[src/sft_regs.svh]
`ifndef SFT_REGS_SVH
`define SFT_REGS_SVH

// Line characters
`define SFT_FLAG_CHAR   8'h7E
`define SFT_ABORT_CHAR  8'hFF
`define SFT_CHAR_BITS   5'h08
`define SFT_CRC_BITS    5'h10
`define SFT_LEN_BASE    5'h05

// Frame check sequence, LSB first
`define SFT_CRC_PRESET  16'hFFFF
`define SFT_CRC_POLY    16'h8408

// Ones before an inserted zero
`define SFT_STUFF_RUN   3'h5

// Underrun latch comes up set, so no check sequence is sent until cleared
`define SFT_LATCH_RESET 1'b1

`endif

[src/sft_pkg.sv]
package sft_pkg;

	typedef enum logic [2:0] {
		ST_IDLE  = 3'b000,
		ST_FLAG  = 3'b001,
		ST_DATA  = 3'b010,
		ST_CRC   = 3'b011,
		ST_ABORT = 3'b100
	} sft_state_e;

endpackage

[src/sft_crc16.sv]
`timescale 1ns/1ps
`include "sft_regs.svh"

module sft_crc16 (
	// Clock and reset
	input  wire logic        clk,
	input  wire logic        rst_n,
	// Control
	input  wire logic        preset,
	input  wire logic        calc,
	input  wire logic        emit,
	input  wire logic        din,
	// Accumulator
	output logic [15:0]      crc_q
);

	logic        feedback;
	logic [15:0] crc_next;

	assign feedback = crc_q[0] ^ din;

	always_comb begin
		crc_next = crc_q;
		if (preset) begin
			crc_next = `SFT_CRC_PRESET;
		end else if (calc) begin
			crc_next = (crc_q >> 1) ^ (feedback ? `SFT_CRC_POLY : 16'h0000);
		end else if (emit) begin
			// Shifting out drains the accumulator, low bit first
			crc_next = crc_q >> 1;
		end
	end

	always_ff @(posedge clk or negedge rst_n) begin
		if (!rst_n) begin
			crc_q <= `SFT_CRC_PRESET;
		end else begin
			crc_q <= crc_next;
		end
	end

endmodule

[src/sft_transmitter.sv]
// Functional notes
// - Flags go out once transmit is enabled and clear-to-send is active.
// - No buffer-empty interrupt before the first byte; clear-to-send change comes first.
// - Each byte moved out of the buffer requests the next by interrupt or wait/ready.
// - Character length may change mid-frame; sampled as each byte is loaded.
// - Underrun with latch clear sends the check sequence, sets latch, raises interrupt.
// - After the last byte and an empty buffer: check sequence if latch clear, then closing flag.
// - Closing flag queued after check sequence raises a buffer-empty interrupt.
// - Send-abort command aborts the frame in progress.
// - Reset-check-generator command presets the accumulator to all ones.
// - External/status interrupt on clear-to-send, carrier-detect and latch changes.
`timescale 1ns/1ps
`include "sft_regs.svh"

module sft_transmitter (
	// Clock and reset
	input  wire logic       clk,
	input  wire logic       rst_n,
	// Configuration
	input  wire logic       tx_enable,
	input  wire logic       tx_int_enable,
	input  wire logic       ext_int_enable,
	input  wire logic       wait_mode,
	input  wire logic [1:0] char_len,
	// Host data
	input  wire logic       host_write,
	input  wire logic [7:0] host_data,
	// Host commands, one-cycle pulses
	input  wire logic       cmd_reset_crc,
	input  wire logic       cmd_reset_underrun,
	input  wire logic       cmd_reset_tx_int,
	input  wire logic       cmd_reset_ext_int,
	input  wire logic       cmd_send_abort,
	// Modem inputs
	input  wire logic       cts_n,
	input  wire logic       dcd_n,
	// Serial line
	input  wire logic       bit_tick,
	output logic            txd,
	// Status and requests
	output logic            tx_buffer_full,
	output logic            transmit_underrun_end_latch,
	output logic            tx_int_pending,
	output logic            ext_int_pending,
	output logic            int_n,
	output logic            wait_ready_n
);

	////////////////////////////////////////////////////////////////////////////////
	sft_pkg::sft_state_e state_reg;
	sft_pkg::sft_state_e state_next;
	logic [7:0]  sh_reg;
	logic [7:0]  sh_next;
	logic [4:0]  left_reg;
	logic [4:0]  left_next;
	logic [2:0]  ones_reg;
	logic [7:0]  buf_reg;
	logic        abort_pend_reg;
	logic        armed_reg;
	logic        cts_q_reg;
	logic        dcd_q_reg;
	logic [15:0] crc_q;
	logic        latch_next;
	logic        tx_pend_next;
	logic        ext_pend_next;
	logic        txd_next;

	wire link_on   = tx_enable & ~cts_n;
	wire load_go   = (left_reg == 5'h00) & link_on & ~bit_tick;
	wire in_frame  = (state_reg == sft_pkg::ST_DATA) | (state_reg == sft_pkg::ST_CRC);

	wire take_abort    = load_go & abort_pend_reg;
	wire take_crc_end  = load_go & ~abort_pend_reg & (state_reg == sft_pkg::ST_CRC);
	wire take_data     = load_go & ~abort_pend_reg & ~take_crc_end & tx_buffer_full;
	wire take_underrun = load_go & ~abort_pend_reg & (state_reg == sft_pkg::ST_DATA)
	                   & ~tx_buffer_full & ~transmit_underrun_end_latch;
	wire take_flag     = load_go & ~take_abort & ~take_crc_end & ~take_data & ~take_underrun;

	wire emit_bit  = bit_tick & link_on & (left_reg != 5'h00);
	// Ones just before a closing flag need the zero too
	wire stuff     = emit_bit & (state_reg != sft_pkg::ST_ABORT)
	               & (ones_reg == `SFT_STUFF_RUN);
	wire shift_bit = emit_bit & ~stuff;
	wire line_bit  = (state_reg == sft_pkg::ST_CRC) ? ~crc_q[0] : sh_reg[0];
	wire [4:0] data_len = `SFT_LEN_BASE + {3'b000, char_len};

	wire cts_change = cts_q_reg != cts_n;
	wire dcd_change = dcd_q_reg != dcd_n;
	wire empty_evt  = (take_data & armed_reg) | take_crc_end;

	////////////////////////////////////////////////////////////////////////////////
	sft_crc16 u_crc (
		.clk    (clk),
		.rst_n  (rst_n),
		.preset (cmd_reset_crc),
		.calc   (shift_bit & (state_reg == sft_pkg::ST_DATA)),
		.emit   (shift_bit & (state_reg == sft_pkg::ST_CRC)),
		.din    (sh_reg[0]),
		.crc_q  (crc_q)
	);

	////////////////////////////////////////////////////////////////////////////////
	always_comb begin
		state_next = state_reg;
		sh_next    = sh_reg;
		left_next  = left_reg;
		if (!link_on) begin
			// Dropping the link mid-frame abandons it; line idles at mark
			state_next = sft_pkg::ST_IDLE;
			left_next  = 5'h00;
		end else if (take_abort) begin
			state_next = sft_pkg::ST_ABORT;
			sh_next    = `SFT_ABORT_CHAR;
			left_next  = `SFT_CHAR_BITS;
		end else if (take_data) begin
			state_next = sft_pkg::ST_DATA;
			sh_next    = buf_reg;
			left_next  = data_len;
		end else if (take_underrun) begin
			state_next = sft_pkg::ST_CRC;
			left_next  = `SFT_CRC_BITS;
		end else if (take_flag | take_crc_end) begin
			state_next = sft_pkg::ST_FLAG;
			sh_next    = `SFT_FLAG_CHAR;
			left_next  = `SFT_CHAR_BITS;
		end else if (shift_bit) begin
			sh_next   = {1'b1, sh_reg[7:1]};
			left_next = left_reg - 5'h01;
		end
	end

	always_comb begin
		txd_next = txd;
		if (!link_on) begin
			txd_next = 1'b1;
		end else if (stuff) begin
			txd_next = 1'b0;
		end else if (shift_bit) begin
			txd_next = line_bit;
		end
	end

	// Hardware set wins over a clear in the same cycle
	assign latch_next    = take_underrun | (transmit_underrun_end_latch & ~cmd_reset_underrun);
	assign tx_pend_next  = (empty_evt & tx_int_enable) | (tx_int_pending & ~cmd_reset_tx_int);
	assign ext_pend_next = (ext_int_enable & (cts_change | dcd_change
	                     | (latch_next != transmit_underrun_end_latch)))
	                     | (ext_int_pending & ~cmd_reset_ext_int);

	////////////////////////////////////////////////////////////////////////////////
	always_ff @(posedge clk or negedge rst_n) begin
		if (!rst_n) begin
			state_reg <= sft_pkg::ST_IDLE;
			sh_reg    <= 8'hFF;
			left_reg  <= 5'h00;
			txd       <= 1'b1;
		end else begin
			state_reg <= state_next;
			sh_reg    <= sh_next;
			left_reg  <= left_next;
			txd       <= txd_next;
		end
	end

	always_ff @(posedge clk or negedge rst_n) begin
		if (!rst_n) begin
			ones_reg <= 3'h0;
		end else if (~link_on | stuff | (shift_bit & ~line_bit) | (shift_bit & ~in_frame)) begin
			ones_reg <= 3'h0;
		end else if (shift_bit) begin
			ones_reg <= ones_reg + 3'h1;
		end
	end

	// Overwriting a full buffer replaces the byte; the host is paced by the requests
	always_ff @(posedge clk or negedge rst_n) begin
		if (!rst_n) begin
			buf_reg        <= 8'h00;
			tx_buffer_full <= 1'b0;
		end else begin
			if (host_write) begin
				buf_reg <= host_data;
			end
			tx_buffer_full <= host_write | (tx_buffer_full & ~take_data);
		end
	end

	always_ff @(posedge clk or negedge rst_n) begin
		if (!rst_n) begin
			abort_pend_reg <= 1'b0;
			armed_reg      <= 1'b0;
		end else begin
			abort_pend_reg <= link_on & (cmd_send_abort | (abort_pend_reg & ~take_abort));
			armed_reg      <= tx_enable & (armed_reg | (host_write & link_on));
		end
	end

	always_ff @(posedge clk or negedge rst_n) begin
		if (!rst_n) begin
			transmit_underrun_end_latch <= `SFT_LATCH_RESET;
			tx_int_pending              <= 1'b0;
			ext_int_pending             <= 1'b0;
			int_n                       <= 1'b1;
			wait_ready_n                <= 1'b1;
			cts_q_reg                   <= 1'b1;
			dcd_q_reg                   <= 1'b1;
		end else begin
			transmit_underrun_end_latch <= latch_next;
			tx_int_pending              <= tx_pend_next;
			ext_int_pending             <= ext_pend_next;
			int_n                       <= ~(tx_pend_next | ext_pend_next);
			wait_ready_n                <= ~(wait_mode & armed_reg & link_on
			                             & ~(host_write | (tx_buffer_full & ~take_data)));
			cts_q_reg                   <= cts_n;
			dcd_q_reg                   <= dcd_n;
		end
	end
endmodule

[config.mk]
export PLATFORM = sky130hd
export DESIGN_NAME = sft_transmitter
export DESIGN_NICKNAME = d
export VERILOG_FILES = /design/src/sft_pkg.sv /design/src/sft_crc16.sv /design/src/sft_transmitter.sv
export VERILOG_INCLUDE_DIRS = /design/src
export SDC_FILE = /design/constraint.sdc
export NUM_CORES = 1
export LEC_CHECK = 0
export BUFFER_PORTS_ARGS = -buffer_cell sky130_fd_sc_hd__buf_2
export CORE_MARGIN = 10
export CORE_UTILIZATION = 50
export CTS_CLUSTER_DIAMETER = 200
export CTS_CLUSTER_SIZE = 28
export DETAILED_ROUTE_END_ITERATION = 10
export PLACE_DENSITY = 0.67
export SLEW_MARGIN = 20
export SYNTH_ARGS = -nofsm -noshare
export SYNTH_HDL_FRONTEND = slang
export SYNTH_SLANG_ARGS = --single-unit
[constraint.sdc]
create_clock -name clk -period 3.75 [get_ports clk]
set_clock_uncertainty 0.05 [all_clocks]
set_input_delay 0 -clock clk [delete_from_list [all_inputs] [get_ports clk]]
set_output_delay 0 -clock clk [all_outputs]
set_load 0.03 [all_outputs]
==> metrics.md, run 1 <==
| Metric | Value |
|---|---|
| Clock latency on the worst-skew pair | 0.30 ns |
| Number of design-rule violations left by the first detailed-router iteration | 105 |
| Post-route ant nets | 0 |
| Number of nets at the end of the flow | 316 |
| Netlist Area Pre-Place | 0.00276 sq mm |
| Arrival @ worst endpoint | 2.71 ns |
| Number of ports placed on the die boundary | 32 |
| Setup-failing EPs final | 0 |
| Critical Path Slowest Stage Cell | sky130_fd_sc_hd__or4b_4 |
| Sequential share of the synthesized area | 0.503 |
| Number of violations of the max-capacitance limit | 0 |
| Post-Layout Inst Area | 0.00322 sq mm |
| Gr ovfl total | 0 |
| Outcome | finished, final reports clean |
| Cell variety after synth | 55 |
| Cell-by-cell trace of the critical path | inv_1 -> ha_1 -> or4b_4 -> nor4_4 -> o21ai_0 -> nand2b_1 -> dlygate4sd3_1 |
| Register bit count reported by yosys | 54 |
| Crit Path Category | flop to flop |
| Die boundary width | 94.3 microns |
| Clock Sinks | 54 |
| Post-CTS setup buffer count | 0 |
| Smallest hold slack | 0.0413 ns |
| Standard-cell rows | 27 |
| Register-to-register path setup slack | 1.24 ns |
| PortBufs | 31 |
| Number of flip-flops in the largest register | 16 |
| Hold Path End | tx_buffer_full |
| Net count of the mapped netlist | 269 |
| Fraction of final layout cells with drive strength greater than 1 | 0.317 |
| Path type of the worst min-delay path | input pin to flop |
| Critical path startpoint category | flop |
| RD Place Congestion | 0.831 |
| Reg-to-Reg End | ext_int_pending |
| CTS tree | yes |
| Worst hold path startpoint | host_write |
| Slew at the pin closest to its max-slew limit | 1.10 ns |
| Core Region | 0.00544 sq mm |
| H-tree depth | 2 |
| Average size of a mapped cell | 11.6 sq um |
| Post-DP HPWL | 4070 microns |
| CTS Root Buffer Type | sky130_fd_sc_hd__clkbuf_8 |
| Clock slew at reported path FFs | 0.09 ns |
| Placement Cell Area | 0.00293 sq mm |
| Starting Density | 0.508 |
| Number of cells traversed by the worst register-to-register path | 7 |
| Wire length of the first global-routing pass | 10300 microns |
| Most used DFF post-synth | sky130_fd_sc_hd__dfstp_2 |
| DRC errors left | 0 |
| Layout overhead on the synthesized area | 16.7% |
| Placed cell count | 331 |
| Count of buffering cells on the critical path with inverters included | 2 |
| Final Instance Count excl. Fillers | 359 |
| Maximum cell stage delay along the critical path | 0.58 ns |
| Vias in the first global route | 2048 |
| Number of hold violations in the final report | 0 |
| Family with the most delay on the worst path | simple AND/OR/NAND/NOR gates |
| Detailed-router iteration count before antenna repair | 5 |
| Vias per Instance | 5.57 |
| Wire length after detailed routing | 5700 microns |
| Worst-case headroom to the max-slew limit | 0.267 |
| Kind of capture point of the worst setup path | flop |
| DR vias | 1999 |
| Routed length per instance | 15.9 microns |
| Maximum net fanout on the critical path | 9 |
| Total power after layout | 1.59 mW |
| Antenna violations before repair | 0 |
| Peak Freq | 398 MHz |
| Req. time, crit path | 3.94 ns |
| Synth warnings | 0 |
| Number of stages on the worst hold path | 2 |
| Final Max Slew Viols | 0 |
| Die Outline Area | 0.00890 sq mm |
| Count of inserted antenna diode cells | 0 |
| Die Ht | 94.3 microns |
| Async set or reset register ratio after synthesis | 1.00 |
| Unrepaired setup endpoints after global routing | no |
| Minimum clock period | 2.51 ns |
| Synthesized netlist cell count | 239 |
| Maximum clock insertion buffer count | 2 |
| Static leakage power | 1.44 nW |
| Post-route setup TNS | 0 ns |
| Origin of the critical flop-to-flop path | left_reg[0] |
| Final cycle utilization of the critical path | 0.670 |
| Overall track demand over capacity in global routing | 0.140 |
| Largest net degree at the start of global routing | 41 |
| Number of enable flip-flop cells after synthesis | 0 |
| IR drop worst, VDD | 0.288 mV |
| Power density over the cells | 492 mW/mm^2 |
| Number of buffers inserted during clock tree synthesis | 5 |
==> final cells by class <==
cell class / count / area [sq um]
clock buffers: 7 / 86.3
clock inverters: 1 / 5.00
fillers: 462 / 2210
inverters: 11 / 41.3
multi-input cells: 162 / 1250
flip-flops and latches: 54 / 1390
well taps: 72 / 90.1
repair buffers: 52 / 363
==> stage by stage <==
stage	util	setup WS, ns
CTS	0.593	1.24
floorplan	-	1.78
detailed placement	0.539	1.39
global placement	0.539	1.46
global route	0.593	1.06
finish	0.593	1.24
==> synth_stat cells (6+ instances only) <==
library cell | count | area, sq um
sky130_fd_sc_hd__mux2i_1 | 14 | 140
sky130_fd_sc_hd__xnor2_1 | 6 | 52.6
sky130_fd_sc_hd__o22ai_1 | 10 | 62.6
sky130_fd_sc_hd__mux2_2 | 8 | 90.1
sky130_fd_sc_hd__dfrtp_1 | 24 | 601
sky130_fd_sc_hd__dfstp_2 | 30 | 788
sky130_fd_sc_hd__a21oi_1 | 9 | 45.0
sky130_fd_sc_hd__nand2_1 | 26 | 97.6
sky130_fd_sc_hd__nor2_1 | 8 | 30.0
sky130_fd_sc_hd__o21ai_0 | 7 | 35.0
sky130_fd_sc_hd__inv_1 | 11 | 41.3
sky130_fd_sc_hd__a2bb2oi_1 | 6 | 52.6
==> metal layers <==
layer	wire length (microns)	vias to the layer above	track usage
li1	-	970	-
met1	2870	984	0.202
met2	2520	43	0.208
met3	289	2	0.0341
met4	21	0	0.0316
met5	0	-	0
==> worst max path at each step <==
stage                       startpoint         endpoint  slack, ns  cells after the start
after floorplan            left_reg[0]   u_crc.crc_q[5]       1.78                      9
after global placement    state_reg[0]  u_crc.crc_q[15]       1.46                      3
after detailed placement  state_reg[0]  u_crc.crc_q[15]       1.39                      3
after CTS                  left_reg[0]  ext_int_pending       1.24                      7
after global routing       left_reg[0]  ext_int_pending       1.06                      7
final                      left_reg[0]  ext_int_pending       1.24                      7
==> where the power goes <==
| part | switching (mW) | internal, mW | leakage [nW] |
|---|---|---|---|
| Clock | 0.179 | 0.149 | 0.0482 |
| Combinational | 0.289 | 0.234 | 0.769 |
| Sequential | 0.0624 | 0.674 | 0.621 |
==> timing repair <==
item                      CTS  global route
resized for setup           0             0
hold endpoints to repair   31             0
hold buffers               20             0
==> cell families (layout without fill, tap and decap cells) <==
family / count (synthesis) / count (layout) / synth area share
buffers and inverters: 23 / 71 / 0.0448
AOI/OAI and AO/OA: 62 / 62 / 0.174
DFF: 54 / 54 / 0.503
and+or+nand+nor: 65 / 65 / 0.144
adders and majority gates: 5 / 5 / 0.0226
muxes: 23 / 23 / 0.0888
xor gates and xnor gates: 7 / 7 / 0.0222
==> placed cells by master (no fill, tap or decap), types with 3 or more instances in the layout <==
| master | n |
|---|---|
| sky130_fd_sc_hd__dfstp_2 | 30 |
| sky130_fd_sc_hd__a21oi_1 | 9 |
| sky130_fd_sc_hd__clkbuf_8 | 6 |
| sky130_fd_sc_hd__nand2_1 | 26 |
| sky130_fd_sc_hd__nor2_1 | 8 |
| sky130_fd_sc_hd__mux2_2 | 8 |
| sky130_fd_sc_hd__nor3b_1 | 3 |
| sky130_fd_sc_hd__dfrtp_1 | 24 |
| sky130_fd_sc_hd__o211ai_1 | 3 |
| sky130_fd_sc_hd__buf_2 | 31 |
| sky130_fd_sc_hd__o22ai_1 | 10 |
| sky130_fd_sc_hd__o21ai_0 | 7 |
| sky130_fd_sc_hd__ha_1 | 5 |
| sky130_fd_sc_hd__and3_1 | 3 |
| sky130_fd_sc_hd__dlygate4sd3_1 | 20 |
| sky130_fd_sc_hd__xnor2_1 | 6 |
| sky130_fd_sc_hd__nor2b_1 | 5 |
| sky130_fd_sc_hd__a2bb2oi_1 | 6 |
| sky130_fd_sc_hd__a32o_1 | 5 |
| sky130_fd_sc_hd__nor3_1 | 3 |
| sky130_fd_sc_hd__mux2i_1 | 14 |
| sky130_fd_sc_hd__a21o_1 | 3 |
| sky130_fd_sc_hd__inv_1 | 11 |
Power figures use the tool's default switching activity.
==> run 2, diff against run 1 <==
Clock period 3.75 ns to 2.37 ns, I/O delays scaled along.
==> run 2 against run 1 <==
Effect of this change:
- clock-buffer cell count decreased by 1
- final area increased by 3.3%
- sequential share of layout area decreased by 1.4 points
- routed wire length increased by 4.2%
- register-to-register slack got worse by 0.97 ns
- flip-flop and latch count unchanged
- non-clock buffer count increased by 6
- critical path depth decreased by 1
==> metrics.md, run 2 (same netlist as run 1, synthesis figures left out) <==
| Metric | Value |
|---|---|
| Arrival @ worst endpoint | 2.25 ns (was 2.71 ns) |
| Number of ports placed on the die boundary | 32 (unchanged) |
| Gr ovfl total | 0 (unchanged) |
| Detailed-router iteration count before antenna repair | 4 (was 5) |
| Post-route setup TNS | 0 ns (unchanged) |
| PortBufs | 31 (unchanged) |
| Overall track demand over capacity in global routing | 0.142 (was 0.140) |
| Die boundary width | 94.3 microns (unchanged) |
| Final core occ | 0.612 (was 0.593) |
| Leading cell type in the layout, fill and taps excluded | sky130_fd_sc_hd__buf_2 (unchanged) |
| Number of design-rule violations left by the first detailed-router iteration | 125 (was 105) |
| Number of violations of the max-capacitance limit | 0 (unchanged) |
| Maximum clock insertion buffer count | 2 (unchanged) |
| Vias in the first global route | 2067 (was 2048) |
| Number of flip-flops in the largest register | 16 (unchanged) |
| DRC errors left | 0 (unchanged) |
| Slew at the pin closest to its max-slew limit | 0.537 ns (was 1.10 ns) |
| Final cycle utilization of the critical path | 0.888 (was 0.670) |
| Worst Setup Slack post-DPL | 0.273 ns (was 1.39 ns) |
| # fillers | 457 (was 462) |
| Post-DP HPWL | 4340 microns (was 4070 microns) |
| Post-route ant nets | 0 (unchanged) |
| Wire length after detailed routing | 5940 microns (was 5700 microns) |
| Routed length per instance | 16.3 microns (was 15.9 microns) |
| Standard-cell rows | 27 (unchanged) |
| Clock slew at reported path FFs | 0.10 ns (was 0.09 ns) |
| Number of stages on the worst hold path | 2 (unchanged) |
| Post-CTS resize count | 0 (unchanged) |
| Kind of capture point of the worst setup path | flop (unchanged) |
| Maximum net fanout on the critical path | 9 (unchanged) |
| RD Place Congestion | 0.879 (was 0.831) |
| Starting Density | 0.508 (unchanged) |
| DR vias | 2005 (was 1999) |
| Power density over the cells | 826 mW/mm^2 (was 492 mW/mm^2) |
| Placed cell count | 338 (was 331) |
| Number of nets at the end of the flow | 322 (was 316) |
| Fraction of final layout cells with drive strength greater than 1 | 0.338 (was 0.317) |
| Unrepaired setup endpoints after global routing | no (unchanged) |
| Setup-failing EPs final | 0 (unchanged) |
| Number of hold violations in the final report | 0 (unchanged) |
| Worst-case headroom to the max-slew limit | 0.642 (was 0.267) |
| Post-CTS setup buffer count | 0 (unchanged) |
| Critical path startpoint category | flop (unchanged) |
| Final Instance Count excl. Fillers | 365 (was 359) |
| Clock Sinks | 54 (unchanged) |
| Minimum clock period | 2.11 ns (was 2.51 ns) |
| Clock latency on the worst-skew pair | 0.30 ns (about the same) |
| Largest net degree at the start of global routing | 21 (was 41) |
| Vias per Instance | 5.49 (was 5.57) |
| Static leakage power | 1.49 nW (was 1.44 nW) |
| Number of cells traversed by the worst register-to-register path | 6 (was 7) |
| Core Region | 0.00544 sq mm (unchanged) |
| Final Max Slew Viols | 0 (unchanged) |
| Outcome | finished, final reports clean (unchanged) |
| Most used cells in the layout excluding fill and tap cells | sky130_fd_sc_hd__buf_2, sky130_fd_sc_hd__dfstp_2, sky130_fd_sc_hd__nand2_1 (unchanged) |
| Worst-case setup margin in the final layout | 0.264 ns (was 1.24 ns) |
| Crit Path Category | flop to flop (unchanged) |
| Antenna violations before repair | 0 (unchanged) |
| Layout overhead on the synthesized area | 20.6% (was 16.7%) |
| CTS Root Buffer Type | sky130_fd_sc_hd__clkbuf_8 (unchanged) |
| H-tree depth | 2 (unchanged) |
| IR drop worst, VDD | 0.378 mV (was 0.288 mV) |
| Die Outline Area | 0.00890 sq mm (unchanged) |
| Path type of the worst min-delay path | input pin to flop (unchanged) |
| Peak Freq | 475 MHz (was 398 MHz) |
| Die Ht | 94.3 microns (unchanged) |
| Number of buffers inserted during clock tree synthesis | 5 (unchanged) |
| Count of inserted antenna diode cells | 0 (unchanged) |
| Wire length of the first global-routing pass | 10200 microns (was 10300 microns) |
| Req. time, crit path | 2.51 ns (was 3.94 ns) |
| CTS tree | yes (unchanged) |
run 2: changes by cell type in the layout (fill, tap and decap cells not counted), sizes merged:
cell         delta
buf             +7
bufinv          +2
clkbuf          -1
clkinv          -1
dlygate4sd3     -1
run 2: final timing paths:
path                              from               to  slack [ns]
setup / recovery           left_reg[0]      left_reg[0]        0.26
min in group asynchronous        rst_n  u_crc.crc_q[13]        0.41
max in group asynchronous        rst_n        sh_reg[6]        1.50
setup reg to reg           left_reg[0]      left_reg[0]        0.26
hold reg to reg              sh_reg[7]        sh_reg[7]        0.42
hold / removal              host_write   tx_buffer_full        0.04
run 2: layout make-up:
cell class                 instances  area, sq um  share of cell area
inverter                          11         41.3              0.0124
multi-input combinational        162         1250               0.375
clock buffer                       6         82.6              0.0248
clock inverter                     2         60.1              0.0180
sequential                        54         1390               0.417
timing repair buffer              58          418               0.125
tap                               72         90.1              0.0270
run 2: metrics by stage:
| step | power [mW] | cell area, sq um | hold slack (ns) |
|---|---|---|---|
| 2_1_floorplan | 1.83 | 2760 | -0.346 |
| 3_3_place_gp | 1.98 | 3000 | 0.0740 |
| 3_5_place_dp | 2.00 | 3000 | 0.0785 |
| 4_1_cts | 2.78 | 3330 | 0.0332 |
| 5_1_grt | 2.92 | 3330 | 0.0397 |
| 6_report | 2.75 | 3330 | 0.0375 |
run 2: critical path: stages (launching register included):
cell,delay (ns)
sky130_fd_sc_hd__dfrtp_1,0.42
sky130_fd_sc_hd__inv_1,0.09
sky130_fd_sc_hd__ha_1,0.17
sky130_fd_sc_hd__or4b_4,0.58
sky130_fd_sc_hd__o211ai_2,0.19
sky130_fd_sc_hd__o21ai_1,0.20
sky130_fd_sc_hd__a32o_1,0.29
run 2: timing repair:
action                                  CTS  global route
hold endpoints to repair                 57             0
endpoints found under the setup margin    0             0
hold buffers                             19             0
run 2: layer usage:
metal	GRT usage	vias up	part of all wire
li1	-	984	-
met1	0.193	968	0.48
met2	0.219	47	0.46
met3	0.0341	6	0.046
met4	0.0430	0	0.011
met5	0	-	0
run 2: where the power goes:
group	total [mW]	internal [mW]	switching, mW
combinational	0.840	0.376	0.464
clock	0.742	0.450	0.291
sequential	1.17	1.07	0.102
total	2.75	1.89	0.857
==> run 3, diff against run 2 <==
Settings changed: CTS_BUF_LIST set to sky130_fd_sc_hd__clkbuf_2.
==> run 3 against run 2 <==
Effect of this change:
- die area unchanged
- critical path type unchanged
- highest routed layer unchanged
- clock-buffer cell count decreased by 1
- largest cell class unchanged
- critical endpoint unchanged
- via count increased by 2.2%
- non-clock buffer count increased by 13
- routed wire length increased by 3.0%
==> metrics.md, run 3 (same netlist as run 1, synthesis figures left out) <==
| Metric | Value |
|---|---|
| Outcome | finished, final reports clean (unchanged) |
| Met3 wire len | 249 microns (was 274 microns) |
| Static leakage power | 1.53 nW (was 1.49 nW) |
| Clock slew at reported path FFs | 0.25 ns (was 0.10 ns) |
| Path type of the worst min-delay path | input pin to flop (unchanged) |
| Wire length after detailed routing | 6120 microns (was 5940 microns) |
| Reg-to-Reg End | left_reg[0] (unchanged) |
| IR drop worst, VDD | 0.353 mV (was 0.378 mV) |
| Minimum clock period | 2.13 ns (was 2.11 ns) |
| PortBufs | 31 (unchanged) |
| Most used cells in the layout excluding fill and tap cells | sky130_fd_sc_hd__dlygate4sd3_1, sky130_fd_sc_hd__buf_2, sky130_fd_sc_hd__dfstp_2 (was sky130_fd_sc_hd__buf_2, sky130_fd_sc_hd__dfstp_2, sky130_fd_sc_hd__nand2_1) |
| Starting Density | 0.508 (unchanged) |
| Origin of the critical flop-to-flop path | left_reg[0] (unchanged) |
| Gr ovfl total | 0 (unchanged) |
| Kind of capture point of the worst setup path | flop (unchanged) |
| Req. time, crit path | 2.67 ns (was 2.51 ns) |
| Peak Freq | 470 MHz (was 475 MHz) |
| Wire length of the first global-routing pass | 10500 microns (was 10200 microns) |
| Final cycle utilization of the critical path | 0.897 (was 0.888) |
| Power density over the cells | 765 mW/mm^2 (was 826 mW/mm^2) |
| Number of violations of the max-capacitance limit | 0 (unchanged) |
| Detailed-router iteration count before antenna repair | 4 (unchanged) |
| Post-route ant nets | 0 (unchanged) |
| Clock latency on the worst-skew pair | 0.44 ns (was 0.30 ns) |
| Die Ht | 94.3 microns (unchanged) |
| CTS tree | yes (unchanged) |
| Fraction of final layout cells with drive strength greater than 1 | 0.320 (was 0.338) |
| Critical Path Slowest Stage Cell | sky130_fd_sc_hd__or4b_4 (unchanged) |
| Slew at the pin closest to its max-slew limit | 0.514 ns (was 0.537 ns) |
| Crit Path Category | flop to flop (unchanged) |
| Post-route setup TNS | 0 ns (unchanged) |
| Die boundary width | 94.3 microns (unchanged) |
| Total length of routed met2 wires | 2840 microns (was 2760 microns) |
| Number of hold violations in the final report | 0 (unchanged) |
| Critical path origin | left_reg[0] (unchanged) |
| Crit path to | left_reg[0] (unchanged) |
| CTS Root Buffer Type | sky130_fd_sc_hd__clkbuf_2 (was sky130_fd_sc_hd__clkbuf_8) |
| Number of flip-flops in the largest register | 16 (unchanged) |
| Number of design-rule violations left by the first detailed-router iteration | 143 (was 125) |
| Overall track demand over capacity in global routing | 0.146 (was 0.142) |
| Routed length per instance | 16.2 microns (was 16.3 microns) |
| Standard-cell rows | 27 (unchanged) |
| Critical path startpoint category | flop (unchanged) |
| Core Region | 0.00544 sq mm (unchanged) |
| Post-Layout Inst Area | 0.00341 sq mm (was 0.00333 sq mm) |
| Arrival @ worst endpoint | 2.42 ns (was 2.25 ns) |
| Leading cell type in the layout, fill and taps excluded | sky130_fd_sc_hd__dlygate4sd3_1 (was sky130_fd_sc_hd__buf_2) |
| Count of buffering cells on the critical path with inverters included | 1 (unchanged) |
| Unrepaired setup endpoints after global routing | no (unchanged) |
| Setup-failing EPs final | 0 (unchanged) |
| Family with the most delay on the worst path | simple AND/OR/NAND/NOR gates (was compound AO/OA/AOI/OAI gates) |
| Maximum clock insertion buffer count | 2 (unchanged) |
| DR vias | 2050 (was 2005) |
| Vias in the first global route | 2136 (was 2067) |
| Number of nets at the end of the flow | 335 (was 322) |
| Number of ports placed on the die boundary | 32 (unchanged) |
| RD Place Congestion | 0.879 (unchanged) |
| Vias per Instance | 5.42 (was 5.49) |
| Maximum cell stage delay along the critical path | 0.58 ns (about the same) |
| Logic depth of the worst path, buffers included | 6 (unchanged) |
| Maximum net fanout on the critical path | 9 (unchanged) |
| Final Max Slew Viols | 0 (unchanged) |
| Highest signal layer in the routed design | met4 (unchanged) |
| Clock Sinks | 54 (unchanged) |
| Largest net degree at the start of global routing | 21 (unchanged) |
| Layout overhead on the synthesized area | 23.3% (was 20.6%) |
| Cell-by-cell trace of the critical path | inv_1 -> ha_1 -> or4b_4 -> nor4_4 -> o22ai_1 -> a32o_1 (was inv_1 -> ha_1 -> or4b_4 -> o211ai_2 -> o21ai_1 -> a32o_1) |
| Number of buffers inserted during clock tree synthesis | 5 (unchanged) |
| H-tree depth | 2 (unchanged) |
| Placement Cell Area | 0.00300 sq mm (unchanged) |
| DRC errors left | 0 (unchanged) |
| Count of inserted antenna diode cells | 0 (unchanged) |
| Total routed wire length on the met1 layer | 2980 microns (was 2850 microns) |
| Post-DP HPWL | 4340 microns (unchanged) |
| Worst-case headroom to the max-slew limit | 0.657 (was 0.642) |
| Antenna violations before repair | 0 (unchanged) |
| Number of cells traversed by the worst register-to-register path | 6 (unchanged) |
| Die Outline Area | 0.00890 sq mm (unchanged) |
| Register-to-register path setup slack | 0.24 ns (was 0.26 ns) |
[run 3: cell count changes in the layout (fill, tap and decap cells not counted)]
| cell | previous run | this run |
|---|---|---|
| sky130_fd_sc_hd__clkinv_1 | 0 | 1 |
| sky130_fd_sc_hd__dlygate4sd3_1 | 19 | 32 |
| sky130_fd_sc_hd__clkbuf_2 | 0 | 5 |
| sky130_fd_sc_hd__clkbuf_8 | 6 | 0 |
[run 3: how the worst min path moves through the flow]
stage          start             end  slack, ns  cells past startpoint
2_1_floorplan  rst_n  abort_pend_reg      -0.35                      0
3_3_place_gp   dcd_n       dcd_q_reg       0.07                      1
3_5_place_dp   dcd_n       dcd_q_reg       0.08                      1
4_1_cts        dcd_n       dcd_q_reg       0.12                      2
5_1_grt        dcd_n       dcd_q_reg       0.12                      2
6_report       dcd_n       dcd_q_reg       0.15                      2
[run 3: worst reg2reg max path, cell delays in order, from the launching register on]
cell and delay, ns:
sky130_fd_sc_hd__dfrtp_1 0.47, sky130_fd_sc_hd__inv_1 0.09, sky130_fd_sc_hd__ha_1 0.17, sky130_fd_sc_hd__or4b_4 0.58, sky130_fd_sc_hd__nor4_4 0.27, sky130_fd_sc_hd__o22ai_1 0.13
sky130_fd_sc_hd__a32o_1 0.28
[run 3: per-stage QoR]
| step | hold WS, ns | worst slack, ns | power [mW] | std cells | utilization |
|---|---|---|---|---|---|
| finish | 0.154 | 0.245 | 2.61 | 378 | 0.626 |
| global route | 0.116 | 0.145 | 2.77 | 378 | 0.626 |
| CTS | 0.120 | 0.246 | 2.62 | 378 | 0.626 |
| detailed placement | 0.0785 | 0.273 | 2.00 | 338 | 0.551 |
| global placement | 0.0740 | 0.361 | 1.98 | 338 | 0.551 |
| floorplan | -0.346 | 0.401 | 1.83 | 239 | - |
[run 3: metal layers]
metal,global-route usage,up-vias
li1,-,1009
met4,0.0430,0
met2,0.227,43
met1,0.200,994
met3,0.0341,4
met5,0,-
[run 3: power breakdown]
group | leakage (nW) | switching (mW) | internal, mW
registers | 0.621 | 0.103 | 1.07
clock network | 0.0506 | 0.288 | 0.280
logic | 0.856 | 0.467 | 0.398
total | 1.53 | 0.859 | 1.75
[run 3: layout make-up]
class                           count  area (sq um)
Clock buffer                        5          25.0
Sequential cell                    54          1390
Clock inverter                      3          63.8
Tap cell                           72          90.1
Fill cell                         451          2030
Multi-Input combinational cell    162          1250
Timing Repair Buffer               71           548
Inverter                           11          41.3
[run 3: timing repair]
item | CTS | global route
gates resized for setup | 0 | 0
buffers inserted | 0 | 0
endpoints found under the hold margin | 80 | 0
hold buffers | 32 | 0
